**src/design/asr_pkg.sv**
```systemverilog
// constants, field layouts and carrier types for the status/mode register bank
// assumes a single 20 MHz core clock; the serial link is sampled, not clocked
//
// Summary of operation
// - status register is eight bits, read only
// - status shifts out most significant bit first
// - not-ready flag falls when result is written
// - not-ready rises after data read or before update
// - power-down forces not-ready flag high
// - output pin mirrors not-ready flag between transfers
// - clamp flag updated with result, set if clamped
// - conversion-starting write clears clamp flag
// - status bits five, four zero; three one
// - status bit two is fixed variant flag
// - status bits one, zero show channel code
// - reset: not-ready high, clamp low, channel zero
// - mode register is eight bits, read/write, msb first
// - mode selected by code 01, resets 0x02
// - mode layout: op mode, burnout, coding, buffer
// - mode write restarts converter, raises not-ready
// - op mode: continuous, reserved, single, power-down
// - command bit three: zero write, one read
// - command bits five, four select register
package asr_pkg;

    // -----------------------------------------------------------------
    // register select codes
    // -----------------------------------------------------------------
    localparam logic [1:0] RS_STATUS = 2'h0;    // status on read, command on write
    localparam logic [1:0] RS_MODE   = 2'h1;    // operating_config
    localparam logic [1:0] RS_FILTER = 2'h2;    // not served by this bank
    localparam logic [1:0] RS_DATA   = 2'h3;    // not served by this bank

    // -----------------------------------------------------------------
    // command word fields
    // -----------------------------------------------------------------
    localparam int CMD_RS_HI = 5;               // register_select msb
    localparam int CMD_RS_LO = 4;               // register_select lsb
    localparam int CMD_RW    = 3;               // 1 = read next
    localparam int CMD_CH_HI = 1;               // channel_select msb
    localparam int CMD_CH_LO = 0;               // channel_select lsb

    // -----------------------------------------------------------------
    // operating_mode_field codes
    // -----------------------------------------------------------------
    localparam logic [1:0] OPM_CONT   = 2'h0;   // continuous conversion
    localparam logic [1:0] OPM_RSVD   = 2'h1;   // reserved
    localparam logic [1:0] OPM_SINGLE = 2'h2;   // single conversion
    localparam logic [1:0] OPM_PDOWN  = 2'h3;   // power-down

    // -----------------------------------------------------------------
    // reset values and masks
    // -----------------------------------------------------------------
    localparam logic [7:0] MODE_RESET = 8'h02;  // only buffer enable set
    localparam logic [7:0] MODE_MASK  = 8'hce;  // bits 5,4,0 held at zero
    localparam logic [1:0] CHAN_RESET = 2'h0;   // channel code after reset
    localparam logic [2:0] BIT_LAST   = 3'h7;   // eighth bit of a byte

    // -----------------------------------------------------------------
    // carrier types
    // -----------------------------------------------------------------
    typedef struct packed {
        logic       rdy_n;      // result_not_ready
        logic       err;        // clamp_error
        logic [1:0] zero;       // always zero
        logic       one;        // always one
        logic       variant;    // variant_flag
        logic [1:0] chan;       // channel_select
    } asr_status_t;

    typedef struct packed {
        logic [1:0] op_mode;    // operating_mode_field
        logic [1:0] zero_hi;    // held zero
        logic       burnout;    // burnout_enable
        logic       unipolar;   // unipolar coding
        logic       buf_en;     // input_buffer_enable
        logic       zero_lo;    // held zero
    } asr_mode_t;

endpackage : asr_pkg

```
**src/design/asr_sync.sv**
```systemverilog
// two-stage synchroniser for a group of pin inputs
// assumes the pins are asynchronous to i_clk
`timescale 1ns/10ps
module asr_sync #(
    parameter int         W      = 3,           // number of pins
    parameter logic [W-1:0] RST_VAL = '1        // idle level of the pins
) (
    // clock and reset
    input  wire logic         i_clk,
    input  wire logic         i_reset,
    // pins in, synchronised out
    input  wire logic [W-1:0] i_pin,
    output logic      [W-1:0] o_sync
);

    // -----------------------------------------------------------------
    // stages
    // -----------------------------------------------------------------
    logic [W-1:0] meta;         // first stage, read only by second stage
    logic [W-1:0] next_meta;
    logic [W-1:0] next_sync;

    // next values: plain shift through the two stages
    always_comb begin
        next_meta = i_pin;
        next_sync = meta;
    end

    // registers
    always_ff @(posedge i_clk) begin
        if (i_reset) begin
            meta   <= RST_VAL;
            o_sync <= RST_VAL;
        end else begin
            meta   <= next_meta;
            o_sync <= next_sync;
        end
    end

endmodule : asr_sync

```
**src/design/asr_shift.sv**
```systemverilog
// eight-bit shift register with bit counter for the serial link
// assumes i_shift is a one-cycle pulse per sampled serial clock edge
`timescale 1ns/10ps
module asr_shift (
    // clock and reset
    input  wire logic       i_clk,
    input  wire logic       i_reset,
    // control
    input  wire logic       i_shift,    // take i_din, move word up
    input  wire logic       i_load,     // parallel load, restart count
    input  wire logic       i_clear,    // restart count only
    input  wire logic [7:0] i_load_data,
    input  wire logic       i_din,
    // results
    output logic      [7:0] o_word,     // bits gathered so far
    output logic            o_first,    // no bit taken yet in this byte
    output logic            o_done      // pulse: eighth bit taken
);

    // -----------------------------------------------------------------
    // state
    // -----------------------------------------------------------------
    logic [2:0] cnt;                    // bits taken in this byte
    logic [2:0] next_cnt;
    logic [7:0] next_word;
    logic       next_done;

    assign o_first = (cnt == 3'h0);

    // next values; load beats clear beats shift
    always_comb begin
        next_word = o_word;
        next_cnt  = cnt;
        next_done = 1'b0;
        if (i_load) begin
            next_word = i_load_data;
            next_cnt  = 3'h0;
        end else if (i_clear) begin
            next_cnt  = 3'h0;
        end else if (i_shift) begin
            next_word = {o_word[6:0], i_din};       // msb first
            next_cnt  = cnt + 3'h1;                 // wraps after eight
            next_done = (cnt == asr_pkg::BIT_LAST);
        end
    end

    // registers
    always_ff @(posedge i_clk) begin
        if (i_reset) begin
            o_word <= 8'h00;
            cnt    <= 3'h0;
            o_done <= 1'b0;
        end else begin
            o_word <= next_word;
            cnt    <= next_cnt;
            o_done <= next_done;
        end
    end

endmodule : asr_shift

```
**src/design/asr_regbank.sv**
```systemverilog
// status and mode register bank behind the three-wire serial link
// assumes sclk idles high; host drives din before each rising sclk edge and
// samples dout on rising edges; sclk period well above a few core cycles
`timescale 1ns/10ps
module asr_regbank #(
    parameter logic VARIANT_FLAG = 1'b0     // arbitrary value, tells variants apart
) (
    // clock and reset
    input  wire logic       i_clk,
    input  wire logic       i_reset,
    // serial pins
    input  wire logic       i_sclk,
    input  wire logic       i_din,
    input  wire logic       i_cs_n,
    output logic            o_dout_rdy,
    output logic            o_dout_oe,
    // converter events
    input  wire logic       i_result_written,   // pulse: data register loaded
    input  wire logic       i_result_clamped,   // with the pulse above
    input  wire logic       i_result_pending,   // pulse: update is imminent
    input  wire logic       i_data_read,        // pulse: data register read
    // converter configuration
    output logic      [1:0] o_operating_mode_field,
    output logic            o_burnout_enable,
    output logic            o_unipolar_coding,
    output logic            o_input_buffer_enable,
    output logic      [1:0] o_channel_select,
    output logic            o_restart           // pulse: reset modulator/filter
);

    // -----------------------------------------------------------------
    // pin synchronisation and edge finding
    // -----------------------------------------------------------------
    logic s_sclk;               // synchronised serial clock
    logic s_din;                // synchronised data in
    logic s_cs_n;               // synchronised chip select
    logic sclk_d;               // previous synchronised clock
    logic next_sclk_d;
    logic rise;                 // rising serial clock seen

    asr_sync #(
        .W       (3),
        .RST_VAL (3'h5)         // sclk high, din low, cs high
    ) u_sync (
        .i_clk   (i_clk),
        .i_reset (i_reset),
        .i_pin   ({i_sclk, i_din, i_cs_n}),
        .o_sync  ({s_sclk, s_din, s_cs_n})
    );

    // edge detect on the second stage only
    always_comb begin
        next_sclk_d = s_sclk;
    end

    always_ff @(posedge i_clk) begin
        if (i_reset) begin
            sclk_d <= 1'b1;
        end else begin
            sclk_d <= next_sclk_d;
        end
    end

    assign rise = s_sclk & ~sclk_d;

    // -----------------------------------------------------------------
    // transfer sequencer
    // -----------------------------------------------------------------
    typedef enum logic [1:0] {
        ST_CMD,                 // gathering a command byte
        ST_WR,                  // gathering a mode byte
        ST_RD                   // shifting a register out
    } asr_state_t;

    asr_state_t  state;
    asr_state_t  next_state;

    logic        shift_en;      // take this bit
    logic        load;          // parallel load for a read
    logic  [7:0] load_data;     // what the read shifts out
    logic  [7:0] word;          // gathered byte
    logic        first;         // no bit yet in this byte
    logic        done;          // byte complete
    logic        cmd_done;      // command byte complete
    logic        mode_wr;       // mode byte complete
    logic  [1:0] cmd_rs;        // register_select of command
    logic        cmd_rd;        // read direction of command

    asr_pkg::asr_status_t status_now;   // live status view
    asr_pkg::asr_mode_t   mode;         // operating_config
    asr_pkg::asr_mode_t   next_mode;

    assign cmd_rs   = word[asr_pkg::CMD_RS_HI:asr_pkg::CMD_RS_LO];
    assign cmd_rd   = word[asr_pkg::CMD_RW];
    assign cmd_done = done & (state == ST_CMD);
    assign mode_wr  = done & (state == ST_WR);

    // first command bit must be zero, else the byte does not start;
    // a one leaves the counter parked at the first bit
    assign shift_en = rise & ~s_cs_n & ((state != ST_CMD) | ~first | ~s_din);

    // read loads happen right after the command byte
    assign load = cmd_done & cmd_rd & ((cmd_rs == asr_pkg::RS_STATUS) |
                                       (cmd_rs == asr_pkg::RS_MODE));

    // snapshot of status or mode for the read; status frozen here
    always_comb begin
        if (cmd_rs == asr_pkg::RS_MODE) begin
            load_data = mode;
        end else begin
            load_data = status_now;
        end
    end

    asr_shift u_shift (
        .i_clk       (i_clk),
        .i_reset     (i_reset),
        .i_shift     (shift_en),
        .i_load      (load),
        .i_clear     (s_cs_n),
        .i_load_data (load_data),
        .i_din       (s_din),
        .o_word      (word),
        .o_first     (first),
        .o_done      (done)
    );

    // state decode; filter and data selections are not served here and
    // fall back to waiting for a command
    always_comb begin
        next_state = state;
        case (state)
            ST_CMD: begin
                if (cmd_done) begin
                    if (load) begin
                        next_state = ST_RD;
                    end else if (cmd_rs == asr_pkg::RS_MODE) begin
                        next_state = ST_WR;
                    end
                end
            end
            ST_WR: begin
                if (done) begin
                    next_state = ST_CMD;
                end
            end
            ST_RD: begin
                if (done) begin
                    next_state = ST_CMD;
                end
            end
            default: begin
                next_state = ST_CMD;
            end
        endcase
        // deselect aborts any transfer
        if (s_cs_n) begin
            next_state = ST_CMD;
        end
    end

    always_ff @(posedge i_clk) begin
        if (i_reset) begin
            state <= ST_CMD;
        end else begin
            state <= next_state;
        end
    end

    // -----------------------------------------------------------------
    // mode register and channel code
    // -----------------------------------------------------------------
    logic [1:0] chan;           // channel_select in use
    logic [1:0] next_chan;
    logic       conv_start;     // write that starts a conversion
    logic       pdown;          // power-down selected
    logic       next_restart;

    // held-zero bits are masked so reads never show stray ones;
    // the host is still expected to write them as zero
    always_comb begin
        next_mode = mode;
        next_chan = chan;
        if (mode_wr) begin
            next_mode = word & asr_pkg::MODE_MASK;
        end
        if (cmd_done) begin
            next_chan = word[asr_pkg::CMD_CH_HI:asr_pkg::CMD_CH_LO];
        end
    end

    // every mode write restarts modulator and filter
    assign next_restart = mode_wr;
    assign pdown        = (mode.op_mode == asr_pkg::OPM_PDOWN);
    assign conv_start   = mode_wr &
                          (word[7:6] != asr_pkg::OPM_PDOWN);

    always_ff @(posedge i_clk) begin
        if (i_reset) begin
            mode      <= asr_pkg::MODE_RESET;
            chan      <= asr_pkg::CHAN_RESET;
            o_restart <= 1'b0;
        end else begin
            mode      <= next_mode;
            chan      <= next_chan;
            o_restart <= next_restart;
        end
    end

    // -----------------------------------------------------------------
    // status flags
    // -----------------------------------------------------------------
    logic rdy_n;                // result_not_ready
    logic err;                  // clamp_error
    logic next_rdy_n;
    logic next_err;

    // raising wins over a result in the same cycle: a restart or a
    // power-down makes that result stale anyway
    always_comb begin
        next_rdy_n = rdy_n;
        if (i_result_written) begin
            next_rdy_n = 1'b0;
        end
        if (i_data_read | i_result_pending) begin
            next_rdy_n = 1'b1;
        end
        if (pdown) begin
            next_rdy_n = 1'b1;
        end
        if (mode_wr) begin
            next_rdy_n = 1'b1;
        end
    end

    // clamp flag follows each result; a clamped result beats a clear
    always_comb begin
        next_err = err;
        if (conv_start) begin
            next_err = 1'b0;
        end
        if (i_result_written) begin
            next_err = i_result_clamped | (err & ~conv_start);
            if (!i_result_clamped) begin
                next_err = 1'b0;
            end
        end
    end

    always_ff @(posedge i_clk) begin
        if (i_reset) begin
            rdy_n <= 1'b1;
            err   <= 1'b0;
        end else begin
            rdy_n <= next_rdy_n;
            err   <= next_err;
        end
    end

    // live status layout
    always_comb begin
        status_now.rdy_n   = rdy_n;
        status_now.err     = err;
        status_now.zero    = 2'h0;
        status_now.one     = 1'b1;
        status_now.variant = VARIANT_FLAG;
        status_now.chan    = chan;
    end

    // -----------------------------------------------------------------
    // output pin
    // -----------------------------------------------------------------
    logic next_dout;
    logic next_oe;

    // during a read the byte goes out msb first, else the pin shows the
    // ready flag; loaded bit lags the load by one core cycle
    always_comb begin
        if (state == ST_RD) begin
            next_dout = word[7];
        end else begin
            next_dout = rdy_n;
        end
        next_oe = ~s_cs_n;
    end

    always_ff @(posedge i_clk) begin
        if (i_reset) begin
            o_dout_rdy <= 1'b1;
            o_dout_oe  <= 1'b0;
        end else begin
            o_dout_rdy <= next_dout;
            o_dout_oe  <= next_oe;
        end
    end

    // configuration straight from the mode and channel flops
    assign o_operating_mode_field = mode.op_mode;
    assign o_burnout_enable       = mode.burnout;
    assign o_unipolar_coding      = mode.unipolar;
    assign o_input_buffer_enable  = mode.buf_en;
    assign o_channel_select       = chan;

endmodule : asr_regbank

```
**config.mk**
```make
export PLATFORM = sky130hd
export DESIGN_NAME = asr_regbank
export DESIGN_NICKNAME = d
export VERILOG_FILES = /design/src/design/asr_pkg.sv /design/src/design/asr_sync.sv /design/src/design/asr_shift.sv /design/src/design/asr_regbank.sv
export SDC_FILE = /design/constraint.sdc
export NUM_CORES = 1
export LEC_CHECK = 0
export BUFFER_PORTS_ARGS = -buffer_cell sky130_fd_sc_hd__buf_2
export CAP_MARGIN = 25
export CORE_AREA = 4 4 73 75
export CTS_CLUSTER_SIZE = 28
export DETAILED_ROUTE_END_ITERATION = 6
export DIE_AREA = 0 0 77 79
export GPL_ROUTABILITY_DRIVEN = 0
export SLEW_MARGIN = 5
export SYNTH_ARGS = -nofsm -noshare
export SYNTH_HDL_FRONTEND = slang
export SYNTH_SLANG_ARGS = --single-unit
```
**constraint.sdc**
```tcl
create_clock -name i_clk -period 2 [get_ports i_clk]
set_clock_uncertainty 0.15 [all_clocks]
set_input_delay 0.1 -clock i_clk [delete_from_list [all_inputs] [get_ports i_clk]]
set_output_delay 0.1 -clock i_clk [all_outputs]
set_load 0.02 [all_outputs]
```
==> impl_metrics.env, run 1 <==
export IMPL_synth_mux_area_frac=0.0157
export IMPL_synth_xor_area_share=0.00646
export IMPL_start_util=0.291
export IMPL_cts_made_buffers=5
export IMPL_die_area_sq_um=6080
export IMPL_async_flop_share=0
export IMPL_antenna_found_initial=0
export IMPL_ant_nets=0
export IMPL_cp_start_kind="register"
export IMPL_cts_tree="done"
export IMPL_boundaryPins=19
export IMPL_wirelength_microns=2900
export IMPL_slowest_delay_ns=0.34
export IMPL_grt_pass1_wl_microns=5040
export IMPL_drt_iter0_markers=56
export IMPL_clock_latency_ns=0.28
export IMPL_cap_violations=0
export IMPL_hold_path_class="in -> reg"
export IMPL_cts_root_buf="clkbuf_8"
export IMPL_synth_area_top_cells="dfxtp_1 49%, nand2_1 6.9%, a21oi_1 5.5%"
export IMPL_design_core_area_sq_um=4660
export IMPL_ys_seq_elements=33
export IMPL_cts_sinks=33
export IMPL_wire_per_inst_microns=12.3
export IMPL_crit_arrival_ns=1.83
export IMPL_crit_buf_inv=1
export IMPL_clkTransAtPathRegs_ns=0.06
export IMPL_n_antenna_cell=0
export IMPL_power_density_nw_per_um2=692
export IMPL_ys_seq_area_frac=0.487
export IMPL_path_class="reg -> reg"
export IMPL_synth_simple_gate_area_frac=0.248
export IMPL_place_hpwl_microns=2020
export IMPL_crit_fanout=8
export IMPL_p_leak_nw=0.681
export IMPL_fp_dieH_microns=79
export IMPL_final_cells=236
export IMPL_ys_flop_type="dfxtp_1"
export IMPL_io_buffers=18
export IMPL_vias=1108
export IMPL_drive_above_1_share=0.231
export IMPL_grt_usage=0.105
export IMPL_htreeDepth=2
export IMPL_fin_util=0.358
export IMPL_critical_path_top_delay_family="simple AND/OR/NAND/NOR gates"
export IMPL_synth_top_family_by_area="simple AND/OR/NAND/NOR gates"
export IMPL_tightest_slew_ns=0.466
export IMPL_synth_fa_ha_area_frac=0.0554
export IMPL_dr_pass1_iters=4
export IMPL_synth_nets=167
export IMPL_synth_distinct_cells=38
export IMPL_yosysTopAreaCell="dfxtp_1"
export IMPL_syn_to_final_growth_pct=23.2
export IMPL_finalCritPeriodShare=0.901
export IMPL_syn_inst=152
export IMPL_setup_viol=0
export IMPL_post_cts_buffers=0
export IMPL_timing_fmax_mhz=555
export IMPL_clock_path_buffers=2
export IMPL_syn_cell_area_sq_um=1360
export IMPL_grt_max_degree=26
export IMPL_synth_compound_area_frac=0.140
export IMPL_setup_tns_ns=0
export IMPL_fin_nets=198
export IMPL_die_x_microns=77
export IMPL_final_min_clock_period_ns=1.80
export IMPL_post_dp_cell_area_sq_um=1510
export IMPL_slew_viol_final=0
export IMPL_critPathSlowestCell="a2111oi_2"
export IMPL_synth_top_area_share=0.487
export IMPL_synth_edf_count=0
export IMPL_finalHoldViolCount=0
export IMPL_vias_per_cell=4.69
export IMPL_finalInstanceArea_sq_um=1670
export IMPL_yosysWarnings=0
export IMPL_avgSynthCellArea_sq_um=8.92
export IMPL_drc=0
export IMPL_status="completed"
export IMPL_ir_worst_vdd_v=0.000322
export IMPL_grt_pass1_vias=1102
export IMPL_rows=25
export IMPL_slew_headroom=0.690
export IMPL_grt_overflow=0
export IMPL_path_cells="inv_1, ha_2, nand2_1, nor3_4, nor2_1, a2111oi_2"
export IMPL_critPathCaptureType="register"
export IMPL_fill_cells=475
export IMPL_critPathRequiredTime_ns=2.03
export IMPL_dpl_cell_count=222
==> cells in the mapped netlist, types with 2 or more instances <==
master	instances
inv_1	8
a21oi_1	15
dfxtp_1	33
clkbuf_1	2
ha_1	6
a21boi_0	2
nand3_1	10
nor2b_1	3
nor3_1	7
nand2_1	25
or2_2	5
o21ai_0	2
buf_2	3
nor2_1	5
a31oi_1	2
and3_1	2
==> where the power goes <==
| part | leakage [nW] | switching, mW | total, mW | internal, mW |
|---|---|---|---|---|
| combinational | 0.373 | 0.0203 | 0.0450 | 0.0247 |
| clock | 0.0399 | 0.213 | 0.441 | 0.228 |
| sequential | 0.268 | 0.00342 | 0.670 | 0.667 |
==> cell families (layout without fill, tap and decap cells) <==
group,Yosys count,in the layout
compound gates,30,30
simple gates,65,65
flops,33,33
fa+ha+maj,6,6
buf+inv,15,45
mux,2,2
xor+xnor,1,1
==> worst register-to-register path: stages (launching register included) <==
cell       delay, ns
dfxtp_1         0.31
inv_1           0.10
ha_2            0.26
nand2_1         0.14
nor3_4          0.30
nor2_1          0.11
a2111oi_2       0.34
==> routing by layer <==
layer  vias to the layer above  track usage  wire length [microns]
met5                         -            0                      0
met4                         0       0.0427                     33
met3                         5       0.0306                    149
met2                        26        0.173                   1350
met1                       493        0.129                   1370
li1                        584            -                      -
==> sequential cells by signal, summed over array words and instances (netlist names) <==
register,count
err,1
o_burnout_enable,1
o_channel_select,2
o_dout_oe,1
o_dout_rdy,1
o_input_buffer_enable,1
o_operating_mode_field,2
o_restart,1
o_unipolar_coding,1
rdy_n,1
sclk_d,1
state,2
u_shift.cnt,3
u_shift.o_done,1
u_shift.o_word,8
u_sync.meta,3
u_sync.o_sync,3
==> layout make-up <==
| cell class | instances | area [sq um] | area share |
|---|---|---|---|
| clock buffers | 5 | 68.8 | 0.0412 |
| multi-input cells | 104 | 634 | 0.380 |
| repair buffers | 30 | 200 | 0.120 |
| well taps | 54 | 67.6 | 0.0404 |
| inverters | 9 | 33.8 | 0.0202 |
| clock inverters | 1 | 5.00 | 0.00300 |
| flip-flops and latches | 33 | 661 | 0.396 |
==> path summary, 6_finish.rpt <==
| kind | slack (ns) | endpoint | start | cells after the start |
|---|---|---|---|---|
| min reg2reg | 0.26 | u_sync.o_sync[0] | u_sync.meta[0] | 1 |
| max | 0.20 | u_shift.o_word[2] | state[1] | 6 |
| max reg2reg | 0.20 | u_shift.o_word[2] | state[1] | 6 |
| min | 0.11 | o_restart | i_reset | 2 |
==> per-stage QoR <==
step	hold WS, ns	power (mW)	setup WS, ns
after floorplan	0.0189	0.703	0.372
after global placement	0.131	0.718	0.211
after detailed placement	0.135	0.718	0.145
after CTS	0.103	1.18	0.140
after global routing	0.127	1.22	-0.00413
final	0.109	1.16	0.197
==> placed cells by master (no fill, tap or decap), drive strengths merged, types with 6 or more instances in the layout <==
master and n:
dfxtp 33, nand2 26, buf 22, a21oi 15
nand3 10, inv 9, dlygate4sd3 8, nor3 8
ha 6
==> timing repair <==
action	4_1_cts	5_1_grt
endpoints found under the setup margin	0	2
hold buffers	8	0
hold endpoints to repair	5	0
resized for setup	0	1
No activity file was read; power rests on OpenSTA's default activity.
==> run 2, diff against run 1 <==
clock period = 1.8 ns   (was 2 ns; I/O delays follow)
==> impl_metrics.env, run 2 (synthesized netlist as in run 1, its figures left out) <==
export IMPL_grt_overflow=0
export IMPL_status="completed"
export IMPL_grt_util_met3=0.0351
export IMPL_top_usage_layer="met2"
export IMPL_p_leak_nw=0.747
export IMPL_grt_usage=0.115
export IMPL_ant_nets=0
export IMPL_holdPathEnd="o_operating_mode_field[1]"
export IMPL_slew_viol_final=0
export IMPL_p_total_mw=1.40
export IMPL_vias=1201
export IMPL_grt_util_met1=0.135
export IMPL_critPathSlowestCell="a2111oi_2"
export IMPL_mostFrequentLayoutCells="32 x dfxtp_1, 24 x nand2_1, 18 x buf_2, 15 x a21oi_1, 13 x buf_4"
export IMPL_path_class="reg -> reg"
export IMPL_cts_tree="done"
export IMPL_clock_path_buffers=2
export IMPL_syn_to_final_growth_pct=32.3
export IMPL_path_cells="inv_1, ha_4, nand2_2, nor3_4, nor3_1, a2111oi_2"
export IMPL_die_area_sq_um=6080
export IMPL_ff2ff_path_depth=6
export IMPL_wirelength_microns=3100
export IMPL_fill_cells=481
export IMPL_critical_path_top_delay_family="simple AND/OR/NAND/NOR gates"
export IMPL_power_density_nw_per_um2=782
export IMPL_antenna_found_initial=0
export IMPL_final_common_cell="dfxtp_1"
export IMPL_drive_above_1_share=0.289
export IMPL_largest_reg_flops=8
export IMPL_slowest_delay_ns=0.33
export IMPL_clkTransAtPathRegs_ns=0.07
export IMPL_rows=25
export IMPL_drc=0
export IMPL_use_met2=0.189
export IMPL_critPathCaptureType="register"
export IMPL_place_hpwl_microns=2210
export IMPL_cp_start_kind="register"
export IMPL_largest_register="u_shift.o_word"
export IMPL_clock_latency_ns=0.29
export IMPL_crit_arrival_ns=1.70
export IMPL_cts_root_buf="clkbuf_8"
export IMPL_slew_headroom=0.784
export IMPL_hp_start="i_reset"
export IMPL_worstReg2RegStart="state[0]"
export IMPL_htreeDepth=2
export IMPL_crit_buf_inv=1
export IMPL_tightest_slew_ns=0.324
export IMPL_ir_worst_vdd_v=0.000322
export IMPL_grt_max_degree=25
export IMPL_grt_pass1_vias=1206
export IMPL_drt_iter0_markers=74
export IMPL_seqCellArea_sq_um=662
export IMPL_hold_path_class="in -> reg"
export IMPL_start_util=0.291
export IMPL_cap_violations=0
export IMPL_reg2reg_slack_ns=0.14
export IMPL_n_antenna_cell=0
export IMPL_multi_input_area_sq_um=652
export IMPL_cts_made_buffers=5
export IMPL_boundaryPins=19
export IMPL_setup_tns_ns=0
export IMPL_finalHoldViolCount=0
export IMPL_io_buffers=18
export IMPL_dr_pass1_iters=4
export IMPL_wire_per_inst_microns=12.5
export IMPL_design_core_area_sq_um=4660
export IMPL_vias_per_cell=4.84
export IMPL_holdPathStages=3
export IMPL_timing_fmax_mhz=602
export IMPL_critPathRequiredTime_ns=1.84
export IMPL_crit_fanout=5
export IMPL_fp_dieH_microns=79
export IMPL_rr_endpoint="u_shift.o_word[2]"
export IMPL_cts_sinks=33
export IMPL_final_min_clock_period_ns=1.66
export IMPL_grt_pass1_wl_microns=5460
export IMPL_setup_viol=0
export IMPL_die_x_microns=77
export IMPL_finalCritPeriodShare=0.923
export IMPL_fin_nets=208
export IMPL_timing_hold_ws_ns=0.117
run 2: cell count changes in the layout (fill, tap and decap cells not counted), sizes merged:
cell / previous run / this run
clkbuf: 5 / 7
dlygate4sd3: 8 / 9
buf: 22 / 31
run 2: timing repair:
item | 4_1_cts | 5_1_grt
setup buffers | 0 | 1
hold buffers | 9 | 0
endpoints found under the setup margin | 0 | 8
resized for setup | 0 | 5
endpoints found under the hold margin | 6 | 0
run 2: layout make-up:
type | count | area share
Sequential cell | 33 | 0.369
Multi-Input combinational cell | 104 | 0.363
Timing Repair Buffer | 40 | 0.155
Clock buffer | 7 | 0.0537
Tap cell | 54 | 0.0377
Inverter | 9 | 0.0188
Clock inverter | 1 | 0.00279
run 2: how the worst max path moves through the flow:
stage / from / to / slack (ns) / cells past startpoint
after detailed placement: state[1] / u_shift.o_word[2] / 0.05 / 6
after global placement: state[0] / u_shift.o_word[2] / 0.11 / 6
after CTS: state[1] / u_shift.o_word[2] / 0.04 / 6
after global routing: state[1] / u_shift.o_word[2] / -0.0001 / 6
after floorplan: state[0] / u_shift.o_word[0] / 0.17 / 8
final: state[0] / u_shift.o_word[2] / 0.14 / 6
run 2: report_power, final:
part / total (mW) / switching (mW) / internal, mW
combinational: 0.0542 / 0.0235 / 0.0308
clock: 0.605 / 0.260 / 0.345
sequential: 0.744 / 0.00403 / 0.740
total: 1.40 / 0.288 / 1.12
run 2: per-stage QoR:
stage / instance area, sq um / std cells / setup WS (ns) / utilization
final: 1790 / 248 / 0.138 / 0.385
after global routing: 1790 / 248 / -0.000131 / 0.385
after CTS: 1770 / 247 / 0.0434 / 0.379
after detailed placement: 1570 / 230 / 0.0465 / 0.338
after global placement: 1570 / 230 / 0.112 / 0.338
after floorplan: 1360 / 152 / 0.172 / -
run 2: worst min-delay path: stages:
cell,delay (ns)
buf_2,0.09
buf_4,0.26
a21oi_1,0.06
run 2: metal layers:
| layer | up-vias | share of wire |
|---|---|---|
| met1 | 564 | 0.44 |
| met3 | 6 | 0.060 |
| li1 | 600 | - |
| met2 | 31 | 0.47 |
| met4 | 0 | 0.023 |
| met5 | - | 0 |
